==> config.mk <==
export PLATFORM = sky130hd
export DESIGN_NAME = event_output_conditioner
export DESIGN_NICKNAME = d
export VERILOG_FILES = /design/src/verilog/event_cond_pkg.sv /design/src/verilog/event_output_conditioner.sv /design/src/verilog/alarm_combiner.sv /design/src/verilog/standby_tracker.sv
export SDC_FILE = /design/constraint.sdc
export NUM_CORES = 1
export LEC_CHECK = 0
export BUFFER_PORTS_ARGS = -buffer_cell sky130_fd_sc_hd__buf_4
export CAP_MARGIN = 10
export CORE_ASPECT_RATIO = 1.2
export CORE_MARGIN = 2
export CORE_UTILIZATION = 45
export CTS_CLUSTER_DIAMETER = 40
export DETAILED_ROUTE_END_ITERATION = 10
export PLACE_DENSITY = 0.73
export SLEW_MARGIN = 5
export SYNTH_ARGS = -nofsm -noshare
export SYNTH_HDL_FRONTEND = slang
export SYNTH_SLANG_ARGS = --single-unit
==> constraint.sdc <==
create_clock -name SYS_CLK_IN -period 2.25 [get_ports SYS_CLK_IN]
set_input_delay 0.45 -clock SYS_CLK_IN [delete_from_list [all_inputs] [get_ports SYS_CLK_IN]]
set_output_delay 0.45 -clock SYS_CLK_IN [all_outputs]
set_load 0.1 [all_outputs]
==> src/verilog/event_cond_pkg.sv <==
// constants shared by the event output conditioner and its helpers
`default_nettype none
package event_cond_pkg;
    // ----------------------------------------------------------------
    // register map (byte addresses, one aligned word each)
    // ----------------------------------------------------------------
    localparam int ADDR_W = 8;
    localparam logic [7:0] OFS_CFG2 = 8'h00;
    localparam logic [7:0] OFS_CFG3 = 8'h04;
    localparam logic [7:0] OFS_OPTYPE = 8'h08;
    localparam logic [7:0] OFS_STATUS = 8'h0C;
    // ----------------------------------------------------------------
    // reset values
    // ----------------------------------------------------------------
    localparam logic [15:0] CFG2_RST = 16'h0000;
    localparam logic [15:0] CFG3_RST = 16'h0000;
    localparam logic [7:0] OPTYPE_RST = 8'h00;
    // ----------------------------------------------------------------
    // digit fields: four decimal digits, first digit rightmost
    // ----------------------------------------------------------------
    localparam int DIGIT_W = 4;
    localparam int CFG_W = 16;
    localparam int OPTYPE_W = 8;
    localparam logic [1:0] DIG_FIRST = 2'h0;
    localparam logic [1:0] DIG_SECOND = 2'h1;
    localparam logic [1:0] DIG_THIRD = 2'h2;
    // ----------------------------------------------------------------
    // digit codes
    // ----------------------------------------------------------------
    localparam logic [3:0] POL_REVERSE = 4'h1;
    localparam logic [3:0] SUPP_STANDBY = 4'h1;
    localparam logic [3:0] SUPP_STANDBY_SP = 4'h2;
    localparam logic [3:0] READY_FORCE_OFF = 4'h1;
    localparam logic [3:0] ALM_NONE = 4'h0;
    localparam logic [3:0] ALM_DIR_OR = 4'h1;
    localparam logic [3:0] ALM_DIR_AND = 4'h2;
    localparam logic [3:0] ALM_REV_OR = 4'h3;
    localparam logic [3:0] ALM_REV_AND = 4'h4;
    localparam logic [7:0] OPTYPE_NONE = 8'h00;
    // ----------------------------------------------------------------
    // status word bit positions
    // ----------------------------------------------------------------
    localparam int ST_EVENT = 0;
    localparam int ST_ARMED = 1;
    localparam int ST_RAW = 2;
    localparam int ST_READY = 3;
    // ----------------------------------------------------------------
    // bus codes
    // ----------------------------------------------------------------
    localparam logic [1:0] HTRANS_NONSEQ = 2'h2;
    localparam logic [1:0] HTRANS_SEQ = 2'h3;
    localparam logic [2:0] HSIZE_WORD = 3'h2;
    localparam logic HRESP_OKAY = 1'b0;
endpackage : event_cond_pkg
`default_nettype wire

==> src/verilog/event_output_conditioner.sv <==
// event output conditioner: polarity, standby, ready handling, alarm combining, bus registers
`timescale 1ns/1ps
`default_nettype none
module event_output_conditioner #(
    parameter int SP_W = 16
) (
    input wire logic SYS_CLK_IN,
    input wire logic ARST_N_IN,
    // ahb-lite slave
    input wire logic HSEL_IN,
    input wire logic [31:0] HADDR_IN,
    input wire logic [1:0] HTRANS_IN,
    input wire logic HWRITE_IN,
    input wire logic [2:0] HSIZE_IN,
    input wire logic [31:0] HWDATA_IN,
    input wire logic HREADY_IN,
    output logic [31:0] HRDATA_OUT,
    output logic HREADYOUT_OUT,
    output logic HRESP_OUT,
    // event path, all from logic on this clock
    input wire logic RAW_DECISION_IN,
    input wire logic READY_MODE_IN,
    input wire logic [SP_W-1:0] SETPOINT_VALUE_IN,
    input wire logic ALARM_ACTIVE_IN,
    output logic EVENT_OUT,
    output logic STANDBY_ARMED_OUT
);
    // ----------------------------------------------------------------
    // elaboration checks
    // ----------------------------------------------------------------
    if (SP_W < 1 || SP_W > 32) begin : g_bad_sp_w
        $error("SP_W must lie between 1 and 32");
    end

    // ----------------------------------------------------------------
    // types
    // ----------------------------------------------------------------
    typedef enum logic [2:0] {
        BUS_IDLE = 3'b001,
        BUS_WRITE = 3'b010,
        BUS_READ = 3'b100
    } bus_e;

    typedef struct packed {
        bus_e bus;
        logic [event_cond_pkg::ADDR_W-1:0] addr;
        logic [event_cond_pkg::CFG_W-1:0] cfg2;
        logic [event_cond_pkg::CFG_W-1:0] cfg3;
        logic [event_cond_pkg::OPTYPE_W-1:0] optype;
        logic [31:0] rdata;
        logic event_on;
        logic ready_prev;
    } top_s;

    // ----------------------------------------------------------------
    // helpers
    // ----------------------------------------------------------------
    // picks one decimal digit out of a configuration word
    function automatic logic [3:0] digit(input logic [15:0] word, input logic [1:0] idx);
        logic [3:0] d;
        case (idx)
            2'h0: d = word[3:0];
            2'h1: d = word[7:4];
            2'h2: d = word[11:8];
            default: d = word[15:12];
        endcase
        return d;
    endfunction : digit

    top_s cur;
    top_s next_cur;
    logic addr_phase;
    logic [3:0] pol_digit;
    logic [3:0] supp_digit;
    logic [3:0] ready_digit;
    logic [3:0] alarm_digit;
    logic supp_active;
    logic sp_rearm_en;
    logic armed;
    logic polar;
    logic held;
    logic combined;
    logic enabled;

    // ----------------------------------------------------------------
    // configuration decode
    // ----------------------------------------------------------------
    // digits above the listed codes behave like code 0
    assign pol_digit = digit(cur.cfg2, event_cond_pkg::DIG_FIRST);
    assign supp_digit = digit(cur.cfg2, event_cond_pkg::DIG_SECOND);
    assign ready_digit = digit(cur.cfg2, event_cond_pkg::DIG_THIRD);
    assign alarm_digit = digit(cur.cfg3, event_cond_pkg::DIG_FIRST);
    assign supp_active = (supp_digit == event_cond_pkg::SUPP_STANDBY) ||
                         (supp_digit == event_cond_pkg::SUPP_STANDBY_SP);
    assign sp_rearm_en = (supp_digit == event_cond_pkg::SUPP_STANDBY_SP);
    assign enabled = (cur.optype != event_cond_pkg::OPTYPE_NONE);

    // ----------------------------------------------------------------
    // standby tracking
    // ----------------------------------------------------------------
    // the tracker always runs so a later switch to standby sees a sane state
    standby_tracker #(
        .SP_W(SP_W)
    ) i_standby_tracker (
        .clk_in(SYS_CLK_IN),
        .arst_n_in(ARST_N_IN),
        .raw_on_in(RAW_DECISION_IN),
        .ready_in(READY_MODE_IN),
        .sp_rearm_en_in(sp_rearm_en),
        .setpoint_value_in(SETPOINT_VALUE_IN),
        .armed_out(armed)
    );

    // ----------------------------------------------------------------
    // event path
    // ----------------------------------------------------------------
    // polarity first, then standby hold and ready gating
    always_comb begin
        polar = RAW_DECISION_IN ^ (pol_digit == event_cond_pkg::POL_REVERSE);
        held = polar;
        // the arm from leaving ready lands one edge late, so that edge is held here too
        if (supp_active && (armed || (cur.ready_prev && !READY_MODE_IN))) begin
            held = 1'b0;
        end
        if (READY_MODE_IN && (supp_active || ready_digit == event_cond_pkg::READY_FORCE_OFF)) begin
            held = 1'b0;
        end
    end

    alarm_combiner i_alarm_combiner (
        .mode_in(alarm_digit),
        .event_in(held),
        .alarm_in(ALARM_ACTIVE_IN),
        .combined_out(combined)
    );

    // ----------------------------------------------------------------
    // bus decode
    // ----------------------------------------------------------------
    // only whole-word transfers are taken; other sizes complete but do nothing
    assign addr_phase = HSEL_IN && HREADY_IN && HTRANS_IN[1] && (HSIZE_IN == event_cond_pkg::HSIZE_WORD);

    // ----------------------------------------------------------------
    // next state
    // ----------------------------------------------------------------
    // reads take one wait state so the read word comes from a flip-flop
    // and already reflects a write that finished one cycle before
    always_comb begin
        next_cur = cur;
        // output stage: disabled instance stays off
        next_cur.event_on = enabled ? combined : 1'b0;
        next_cur.ready_prev = READY_MODE_IN;
        case (cur.bus)
            BUS_WRITE: begin
                case (cur.addr)
                    event_cond_pkg::OFS_CFG2: next_cur.cfg2 = HWDATA_IN[15:0];
                    event_cond_pkg::OFS_CFG3: next_cur.cfg3 = HWDATA_IN[15:0];
                    event_cond_pkg::OFS_OPTYPE: next_cur.optype = HWDATA_IN[7:0];
                    default: next_cur.optype = cur.optype;
                endcase
                next_cur.bus = BUS_IDLE;
            end
            BUS_READ: begin
                next_cur.rdata = '0;
                case (cur.addr)
                    event_cond_pkg::OFS_CFG2: next_cur.rdata[15:0] = cur.cfg2;
                    event_cond_pkg::OFS_CFG3: next_cur.rdata[15:0] = cur.cfg3;
                    event_cond_pkg::OFS_OPTYPE: next_cur.rdata[7:0] = cur.optype;
                    event_cond_pkg::OFS_STATUS: begin
                        next_cur.rdata[event_cond_pkg::ST_EVENT] = cur.event_on;
                        next_cur.rdata[event_cond_pkg::ST_ARMED] = armed;
                        next_cur.rdata[event_cond_pkg::ST_RAW] = RAW_DECISION_IN;
                        next_cur.rdata[event_cond_pkg::ST_READY] = READY_MODE_IN;
                    end
                    default: next_cur.rdata = '0;
                endcase
                next_cur.bus = BUS_IDLE;
            end
            BUS_IDLE: next_cur.bus = BUS_IDLE;
            default: next_cur.bus = BUS_IDLE;
        endcase
        // a new address phase is accepted when hready is high, except during the read wait state
        if (addr_phase && cur.bus != BUS_READ) begin
            next_cur.addr = {HADDR_IN[event_cond_pkg::ADDR_W-1:2], 2'b00};
            next_cur.bus = HWRITE_IN ? BUS_WRITE : BUS_READ;
        end
    end

    // ----------------------------------------------------------------
    // state register
    // ----------------------------------------------------------------
    always_ff @(posedge SYS_CLK_IN or negedge ARST_N_IN) begin
        if (!ARST_N_IN) begin
            cur <= '{bus: BUS_IDLE,
                     addr: '0,
                     cfg2: event_cond_pkg::CFG2_RST,
                     cfg3: event_cond_pkg::CFG3_RST,
                     optype: event_cond_pkg::OPTYPE_RST,
                     rdata: '0,
                     event_on: 1'b0,
                     ready_prev: 1'b0};
        end else begin
            cur <= next_cur;
        end
    end

    // ----------------------------------------------------------------
    // outputs
    // ----------------------------------------------------------------
    // hready drops only during the read wait state
    assign HREADYOUT_OUT = (cur.bus != BUS_READ);
    assign HRESP_OUT = event_cond_pkg::HRESP_OKAY;
    assign HRDATA_OUT = cur.rdata;
    assign EVENT_OUT = cur.event_on;
    assign STANDBY_ARMED_OUT = armed;
endmodule : event_output_conditioner
`default_nettype wire

==> src/verilog/alarm_combiner.sv <==
// combines the conditioned event with the instrument alarm status
`timescale 1ns/1ps
`default_nettype none
module alarm_combiner (
    input wire logic [3:0] mode_in,
    input wire logic event_in,
    input wire logic alarm_in,
    output logic combined_out
);
    // ----------------------------------------------------------------
    // combining table
    // ----------------------------------------------------------------
    // unknown codes fall back to pass-through, the safest reading
    always_comb begin
        case (mode_in)
            event_cond_pkg::ALM_NONE: combined_out = event_in;
            event_cond_pkg::ALM_DIR_OR: combined_out = event_in | alarm_in;
            event_cond_pkg::ALM_DIR_AND: combined_out = event_in & alarm_in;
            event_cond_pkg::ALM_REV_OR: combined_out = event_in | ~alarm_in;
            event_cond_pkg::ALM_REV_AND: combined_out = event_in & ~alarm_in;
            default: combined_out = event_in;
        endcase
    end
endmodule : alarm_combiner
`default_nettype wire

==> src/verilog/standby_tracker.sv <==
// arms and releases the standby hold of one event
`timescale 1ns/1ps
`default_nettype none
module standby_tracker #(
    parameter int SP_W = 16
) (
    input wire logic clk_in,
    input wire logic arst_n_in,
    input wire logic raw_on_in,
    input wire logic ready_in,
    input wire logic sp_rearm_en_in,
    input wire logic [SP_W-1:0] setpoint_value_in,
    output logic armed_out
);
    typedef struct packed {
        logic armed;
        logic ready_prev;
        logic sp_valid;
        logic [SP_W-1:0] sp_prev;
    } trk_s;

    trk_s cur;
    trk_s next_cur;
    logic run_entry;
    logic sp_changed;

    // ----------------------------------------------------------------
    // arming and release
    // ----------------------------------------------------------------
    // a new arm beats a release in the same cycle, so no arm is lost
    always_comb begin
        next_cur = cur;
        run_entry = cur.ready_prev & ~ready_in;
        // a rewrite of the same value, or a group swap to an equal value, compares equal
        sp_changed = cur.sp_valid && (setpoint_value_in != cur.sp_prev);
        next_cur.ready_prev = ready_in;
        next_cur.sp_prev = setpoint_value_in;
        next_cur.sp_valid = 1'b1;
        if (cur.armed && !raw_on_in) begin
            next_cur.armed = 1'b0;
        end
        if (run_entry || (sp_rearm_en_in && sp_changed)) begin
            next_cur.armed = 1'b1;
        end
    end

    // power-up arms the hold
    always_ff @(posedge clk_in or negedge arst_n_in) begin
        if (!arst_n_in) begin
            cur <= '{armed: 1'b1, ready_prev: 1'b0, sp_valid: 1'b0, sp_prev: '0};
        end else begin
            cur <= next_cur;
        end
    end

    assign armed_out = cur.armed;
endmodule : standby_tracker
`default_nettype wire

**Word level (Yosys, flattened, before mapping)**

Index checks and enable logic that the tools add are counted.

- Output and inout port bits: 36
- Input bits: 93
- Flip-flop bits (word level): 85
- Logic and storage cells: 68

- Bitwise gates (word level): 8
- Muxes and demuxes: 11
- Reductions and logical operators: 22
- Eq/ne operators: 16

Operator list:

| operator | count |
|---|---|
| == test 4 x 1 -> 1 bit, second input constant | 4 |
| inequality test 16 bit | 1 |
| case mux 4 bit (4 select lines) | 1 |
| case mux 8 bit (2 select lines) | 1 |
| == test 4 x 2 -> 1 bit, second input constant | 3 |
| == test 6 x 2 -> 1 bit, second input constant | 2 |
| case mux 4 bit (3 select lines) | 1 |
| 2-to-1 mux 11 bit | 1 |
| logical AND 1 bit | 10 |
| zero test 8 bit | 1 |
| nonzero test 8 bit | 1 |
| == test 3 x 2 -> 1 bit, second input constant | 2 |
| == test 6 x 1 -> 1 bit, second input constant | 1 |
| AND reduction 2 bit | 3 |
| 2-to-1 mux 1 bit | 5 |
| == test 4 x 3 -> 1 bit, second input constant | 1 |
| logical OR 1 bit | 4 |
| case mux 1 bit (4 select lines) | 1 |
| bitwise AND 1 bit | 3 |
| == test 3 bit, second input constant | 1 |
| 2-to-1 mux 3 bit | 1 |
| inequality test 3 bit, second input constant | 1 |
| zero test 1 bit | 2 |
| NOT 1 bit | 2 |
| other kinds (3) | 4 |

**Logic depth before layout (Yosys ltp)**

Gate-level depths: netlist of run 1.

- Word-level depth: 9
- Depth in mapped cells: 6
- Gate-level depth less buffers: 4

**Hierarchy**

From an unflattened synthesis of run 1, not the netlist that was laid out.

- Cells, all modules: 284
- Area total of the unflattened synthesis: 3858.7 um^2

By module, submodules not included:

| module | area each (um^2) | sequential area each (um^2) | cells an instance | times used |
|---|---|---|---|---|
| event_output_conditioner | 3130.5 | 1677.9 | 231 | 1 |
| standby_tracker | 671.9 | 476.7 | 45 | 1 |
| alarm_combiner | 56.3 | 0.0 | 8 | 1 |

**Worst setup path after synthesis of run 1**

OpenSTA, ideal clock, no wires.

- Path type: register -> register
- Start: register cur[83] (netlist name)
- End: register cur, in the netlist HRDATA_OUT[11]
- Stages on the path, launching flop included: 7
- Setup time: 0.130 ns
- Data required time: 2.120 ns
- Period minus slack after synthesis: 2.388 ns
- Arrival: 2.258 ns
- Path buffers: 2
- Path slack: -0.138 ns
- Path through: dfrtp_1 > nor3b_1 > clkbuf_1 > clkinv_1 > clkbuf_1 > a221oi_1 > nor2_1

- Cells in the longest elaborated chain, start to end: 1

RTL lines:

| item | line | RTL |
|---|---|---|
| start, declared | event_output_conditioner.sv:70 | `top_s cur;` |
| start signal, assigned | event_output_conditioner.sv:194 | `cur <= '{bus: BUS_IDLE,` |
| start signal, assigned | event_output_conditioner.sv:203 | `cur <= next_cur;` |
| == test 3 bit | event_output_conditioner.sv:153 | `case (cur.bus)` |

No other way between the ends.
A chain may end at the register's enable or synchronous reset.

**Worst setup path in the final report of run 1**

- Start: register cur[81] (netlist name)
- End: register cur[61] (netlist name)

- Cells in the longest elaborated chain, start to end: 2

RTL lines:

| item | line | RTL |
|---|---|---|
| zero test 8 bit | event_output_conditioner.sv:155 | `case (cur.addr)` |
| AND reduction 2 bit (no source line) | - |  |

No other way between the ends.

==> results.yml, run 1 <==
floorplan:
  dieWidth_um: 88.0
  die-area_um2: 9230
  design.core.area_um2: 8200
  start_util_pct: 46.5
  rows: 36
  die_h_um: 105
  ioPinCount: 129
cts:
  cts_tree: "yes"
  clock-sinks: 85
  numCtsBuffers: 9
  path_clk_slew_ns: 0.09
  htree_levels: 3
  root_buffer: "clkbuf_8"
  clock_path_buffers: 2
  cts_resized: 0
  cts_hold_buffers: 0
  insertion_delay_ns: 0.35
  post_cts_buffers: 0
synthesis:
  ys_seq_area_share_pct: 55.9
  synth_enable_flop_cells: 0
  ys.flop_type: "dfrtp_1"
  avgSynthCellArea_um2: 12.9
  synth-seq-cells: 85
  netlist_top_cells_area: "dfrtp_1 (54%), mux2_2 (12%), buf_4 (6.9%)"
  synthArstFlopShare_pct: 100
  synthCells: 295
  ys_types: 38
  synth_top_area_cell: "dfrtp_1"
  synthTopCellsByCount: "dfrtp_1 (83), mux2_2 (39), buf_4 (35)"
  synth.cell_area_um2: 3810
  synth_warnings: 0
  synth_top_area_share_pct: 54.5
  yosysMostFrequentCell: "dfrtp_1"
place:
  port_buffers: 68
  routabilityCongestion: 0.794
  place.detailed.hpwl_um: 5360
sta:
  period_minus_slack_ns: 1.99
  grt_setup_unrepaired: "false"
  worstMarginPinSlew_ns: 0.528
  setup_tns_ns: 0
  fmax_ghz: 0.503
  max_slew_margin_pct: 64.8
  setup-violations-final: 0
  hold_viol: 0
  slew_viol_final: 0
  skew_ns: 0.0122
  whs_ns: 0.0807
  layout_worst_path_cycle_share_pct: 88.4
worst_setup_path:
  rrSetupSlack_ns: 0.26
  endpoint_kind: "flop"
  reg2reg_from: "cur[81]"
  cp-startpoint: "cur[81]"
  criticalPathCategory: "reg2reg"
  crit_path_max_fanout: 8
  crit_arrival_ns: 2.22
  critical_path_required_ns: 2.48
  crit_path_start_kind: "flop"
layout:
  nets: 451
  area_growth_pct: 18.6
  n_antenna_cell: 0
  drive_gt1_share_pct: 41.0
detailed_routing:
  ant_nets: 0
  drc: 0
  vias: 2410
  first_pass_iters: 6
  routed_wl_um: 7230
  drtIter0Drc: 112
  viasPerCell: 5.05
  wire_per_inst_um: 15.1
global_routing:
  grt_pass1_wl_um: 12000
  antenna_found_initial: 0
  grt_pass1_vias: 2504
  grt_max_degree: 41
  grt_use_total_pct: 16.9
  overflow: 0
pwr:
  power_density_nw_per_um2: 719
  irDropWorstVdd_mv: 0.565
  cellLeakagePower_nw: 2.14
worst_hold_path:
  hp-class: "in2async"
job:
  drv_cap: 0
status:
  status: "completed"
## worst max-delay path: stages, from the launching register on
cell and delay [ns]:
dfrtp_1 0.40, or4_4 0.56, nor3_1 0.19, and2_1 0.19, buf_4 0.19, mux2_2 0.35
## cells in the final DEF (no fill, tap or decap), types with 4 or more instances in the layout
| cell type | synthesis | layout |
|---|---|---|
| conb_1 | 2 | 18 |
| a22o_1 | 4 | 4 |
| o21ai_0 | 11 | 11 |
| nand4_1 | 5 | 5 |
| buf_4 | 35 | 77 |
| nand2_1 | 10 | 10 |
| mux2_2 | 39 | 39 |
| xnor2_1 | 16 | 16 |
| nor2_1 | 20 | 20 |
| mux2i_1 | 5 | 5 |
| dfrtp_1 | 83 | 83 |
| mux2_4 | 10 | 10 |
| clkbuf_8 | 0 | 9 |
| a221oi_1 | 8 | 8 |
| nor4_1 | 4 | 4 |
## area by class of cell
| class | instances | area, µm² |
|---|---|---|
| multi-input combinational | 181 | 1430 |
| clock buffer | 9 | 124 |
| timing repair buffer | 78 | 598 |
| inverter | 3 | 11.3 |
| sequential | 85 | 2130 |
| clock inverter | 7 | 81.3 |
| tap | 114 | 143 |
| fill | 723 | 3680 |
## through the flow
stage / setup slack [ns] / area (µm²) / power [mW] / instances / utilization (%)
2_1_floorplan: 0.109 / 3870 / 2.04 / 311 / -
3_3_place_gp: 0.295 / 4320 / 2.19 / 461 / 52.6
3_5_place_dp: 0.279 / 4320 / 2.20 / 461 / 52.6
4_1_cts: 0.263 / 4520 / 3.29 / 477 / 55.1
5_1_grt: 0.178 / 4520 / 3.41 / 477 / 55.1
6_report: 0.260 / 4520 / 3.25 / 477 / 55.1
## worst paths after layout
check,to,cells past startpoint
worst max register to register,cur[61],5
max in group asynchronous,HRDATA_OUT[9],2
worst min-delay path,HRDATA_OUT[12],1
worst min register to register,HRDATA_OUT[12],2
min in group SYS_CLK_IN,i_standby_tracker.cur[5],1
worst max-delay path,cur[61],5
## logic make-up after synthesis
group                     count (synthesis)  synth area share (%)
AOI/OAI and AO/OA                        31                  5.87
and+or+nand+nor                          59                  8.83
other                                     2                 0.197
xor gates and xnor gates                 19                  4.36
DFF                                      85                  55.9
buffers and inverters                    45                  8.11
muxes                                    54                  16.8
## power breakdown
part	internal (mW)	leakage [nW]	switching, mW
Combinational	0.194	0.986	0.324
Clock	0.528	0.0944	0.555
Sequential	1.59	1.06	0.0578
Total	2.31	2.14	0.936
## registers in the layout (all words and copies together) (netlist names)
register	cells
cur	45
i_standby_tracker.cur	18
HRDATA_OUT	16
alarm_digit	4
EVENT_OUT	1
i_standby_tracker.armed_out	1
## routing by layer
layer,vias up,GRT usage (%),routed length (µm)
met5,-,0,0
met4,0,4.65,95
met3,8,5.37,506
met2,85,28.0,3660
met1,1193,21.1,2960
li1,1124,-,-
Note: power is estimated with default switching activity, not from simulation.
==> run 2, diff against run 1 <==
--- a/config.mk
+++ b/config.mk
@@ -12,6 +12,7 @@
 export CORE_UTILIZATION = 45
 export CTS_CLUSTER_DIAMETER = 40
 export DETAILED_ROUTE_END_ITERATION = 10
+export HOLD_SLACK_MARGIN = 0.06
 export PLACE_DENSITY = 0.73
 export SLEW_MARGIN = 5
 export SYNTH_ARGS = -nofsm -noshare
==> constraint.sdc (replaced) <==
create_clock -name SYS_CLK_IN -period 2.25 [get_ports SYS_CLK_IN]
set_input_delay 0.3375 -clock SYS_CLK_IN [delete_from_list [all_inputs] [get_ports SYS_CLK_IN]]
set_output_delay 0.3375 -clock SYS_CLK_IN [all_outputs]
set_load 0.1 [all_outputs]
==> results.yml, run 2 (same netlist as run 1, synthesis figures left out) <==
layout:
  layout_commonest_cell: "dfrtp_1"
  layout_common_cells: "dfrtp_1 (83), buf_4 (78), mux2_2 (39)"
  area_growth_pct: 19.6
  instances_no_fill: 479
  largest_register_ffs: 45
  top_register: "cur"
  nets: 453
  final_core_util_pct: 55.6
  drive_gt1_share_pct: 41.1
  n_antenna_cell: 0
cts:
  root_buffer: "clkbuf_8"
  clock-sinks: 85
  post_cts_buffers: 0
  insertion_delay_ns: 0.36
  cts_tree: "yes"
  htree_levels: 3
  cts_resized: 0
  clock_path_buffers: 2
  numCtsBuffers: 9
  path_clk_slew_ns: 0.09
  cts_hold_buffers: 1
sta:
  slew_viol_final: 0
  layout_worst_path_cycle_share_pct: 89.2
  hold_viol: 0
  grt_setup_unrepaired: "false"
  worstMarginPinSlew_ns: 0.561
  skew_ns: 0.00752
  max_slew_margin_pct: 62.6
  period_minus_slack_ns: 2.01
  setup-violations-final: 0
  setup_tns_ns: 0
  fmax_ghz: 0.498
global_routing:
  antenna_found_initial: 0
  grt_max_degree: 44
  grt_use_total_pct: 16.9
  grt_pass1_wl_um: 12100
  grt_pass1_vias: 2527
  overflow: 0
worst_setup_path:
  crit_path_start_kind: "flop"
  endpoint_kind: "output port"
  crit_path_top_delay_cell: "dfrtp_1"
  rrSetupSlack_ns: 0.27
  crit_path_max_fanout: 9
  max_stage_delay_ns: 0.38
  crit_arrival_ns: 1.67
  rr_worst_depth: 5
  crit_chain: "nor3b_1 > clkinv_1 > buf_4"
  criticalPathCategory: "reg2out"
  critical_path_required_ns: 1.91
place:
  placedCellCount: 462
  place.detailed.hpwl_um: 5320
  port_buffers: 68
  routabilityCongestion: 0.794
floorplan:
  die_h_um: 105
  design.core.area_um2: 8200
  ioPinCount: 129
  start_util_pct: 46.5
  die-area_um2: 9230
  dieWidth_um: 88.0
  rows: 36
status:
  status: "completed"
detailed_routing:
  routed_wl_um: 7190
  wire_per_inst_um: 15.0
  drtIter0Drc: 153
  first_pass_iters: 4
  viasPerCell: 5.03
  ant_nets: 0
  vias: 2410
  drc: 0
job:
  drv_cap: 0
worst_hold_path:
  hold_depth: 1
  hp-class: "in2reg"
pwr:
  power_density_nw_per_um2: 741
  irDropWorstVdd_mv: 0.404
  cellLeakagePower_nw: 2.17
run 2: area by class of cell:
class                      count  area [µm²]
tap                          114         143
clock buffer                   9         124
sequential                    85        2130
timing repair buffer          80         616
fill                         728        3640
inverter                       3        11.3
multi-input combinational    181        1430
clock inverter                 7         104
run 2: worst paths after layout:
kind                                            from                  endpoint
worst max-delay path                         cur[83]             HREADYOUT_OUT
worst min-delay path            SETPOINT_VALUE_IN[8]  i_standby_tracker.cur[8]
worst max register to register               cur[81]                   cur[70]
worst min register to register         HRDATA_OUT[5]             HRDATA_OUT[5]
max in group asynchronous                  ARST_N_IN                   cur[82]
min in group asynchronous                  ARST_N_IN                   cur[54]
run 2: power breakdown:
| part | leakage [nW] | internal [mW] | total, mW | switching [mW] |
|---|---|---|---|---|
| Combinational | 0.996 | 0.195 | 0.519 | 0.324 |
| Sequential | 1.06 | 1.59 | 1.65 | 0.0556 |
| Clock | 0.115 | 0.640 | 1.21 | 0.570 |
| Total | 2.17 | 2.43 | 3.38 | 0.950 |
run 2: worst max-delay path: cells and delay by family, from the launching register on:
| family | cells | cell delay [ns] |
|---|---|---|
| AND/OR/NAND/NOR | 1 | 0.27 |
| buffers and inverters | 2 | 0.67 |
| flip-flops | 1 | 0.38 |
run 2: layer usage:
| layer | GRT usage (%) | part of all wire, % |
|---|---|---|
| met3 | 5.45 | 6.8 |
| met2 | 27.4 | 50 |
| met4 | 5.63 | 1.6 |
| met5 | 0 | 0 |
| met1 | 21.4 | 42 |
run 2: through the flow:
| step | total power [mW] | worst slack [ns] | instance area, µm² | hold WS [ns] |
|---|---|---|---|---|
| after floorplan | 2.04 | 0.109 | 3870 | 0.0419 |
| after global placement | 2.19 | 0.297 | 4320 | 0.363 |
| after detailed placement | 2.20 | 0.275 | 4320 | 0.367 |
| after CTS | 3.41 | 0.199 | 4560 | 0.0779 |
| after global routing | 3.53 | 0.0830 | 4560 | 0.0719 |
| final | 3.38 | 0.244 | 4560 | 0.0937 |
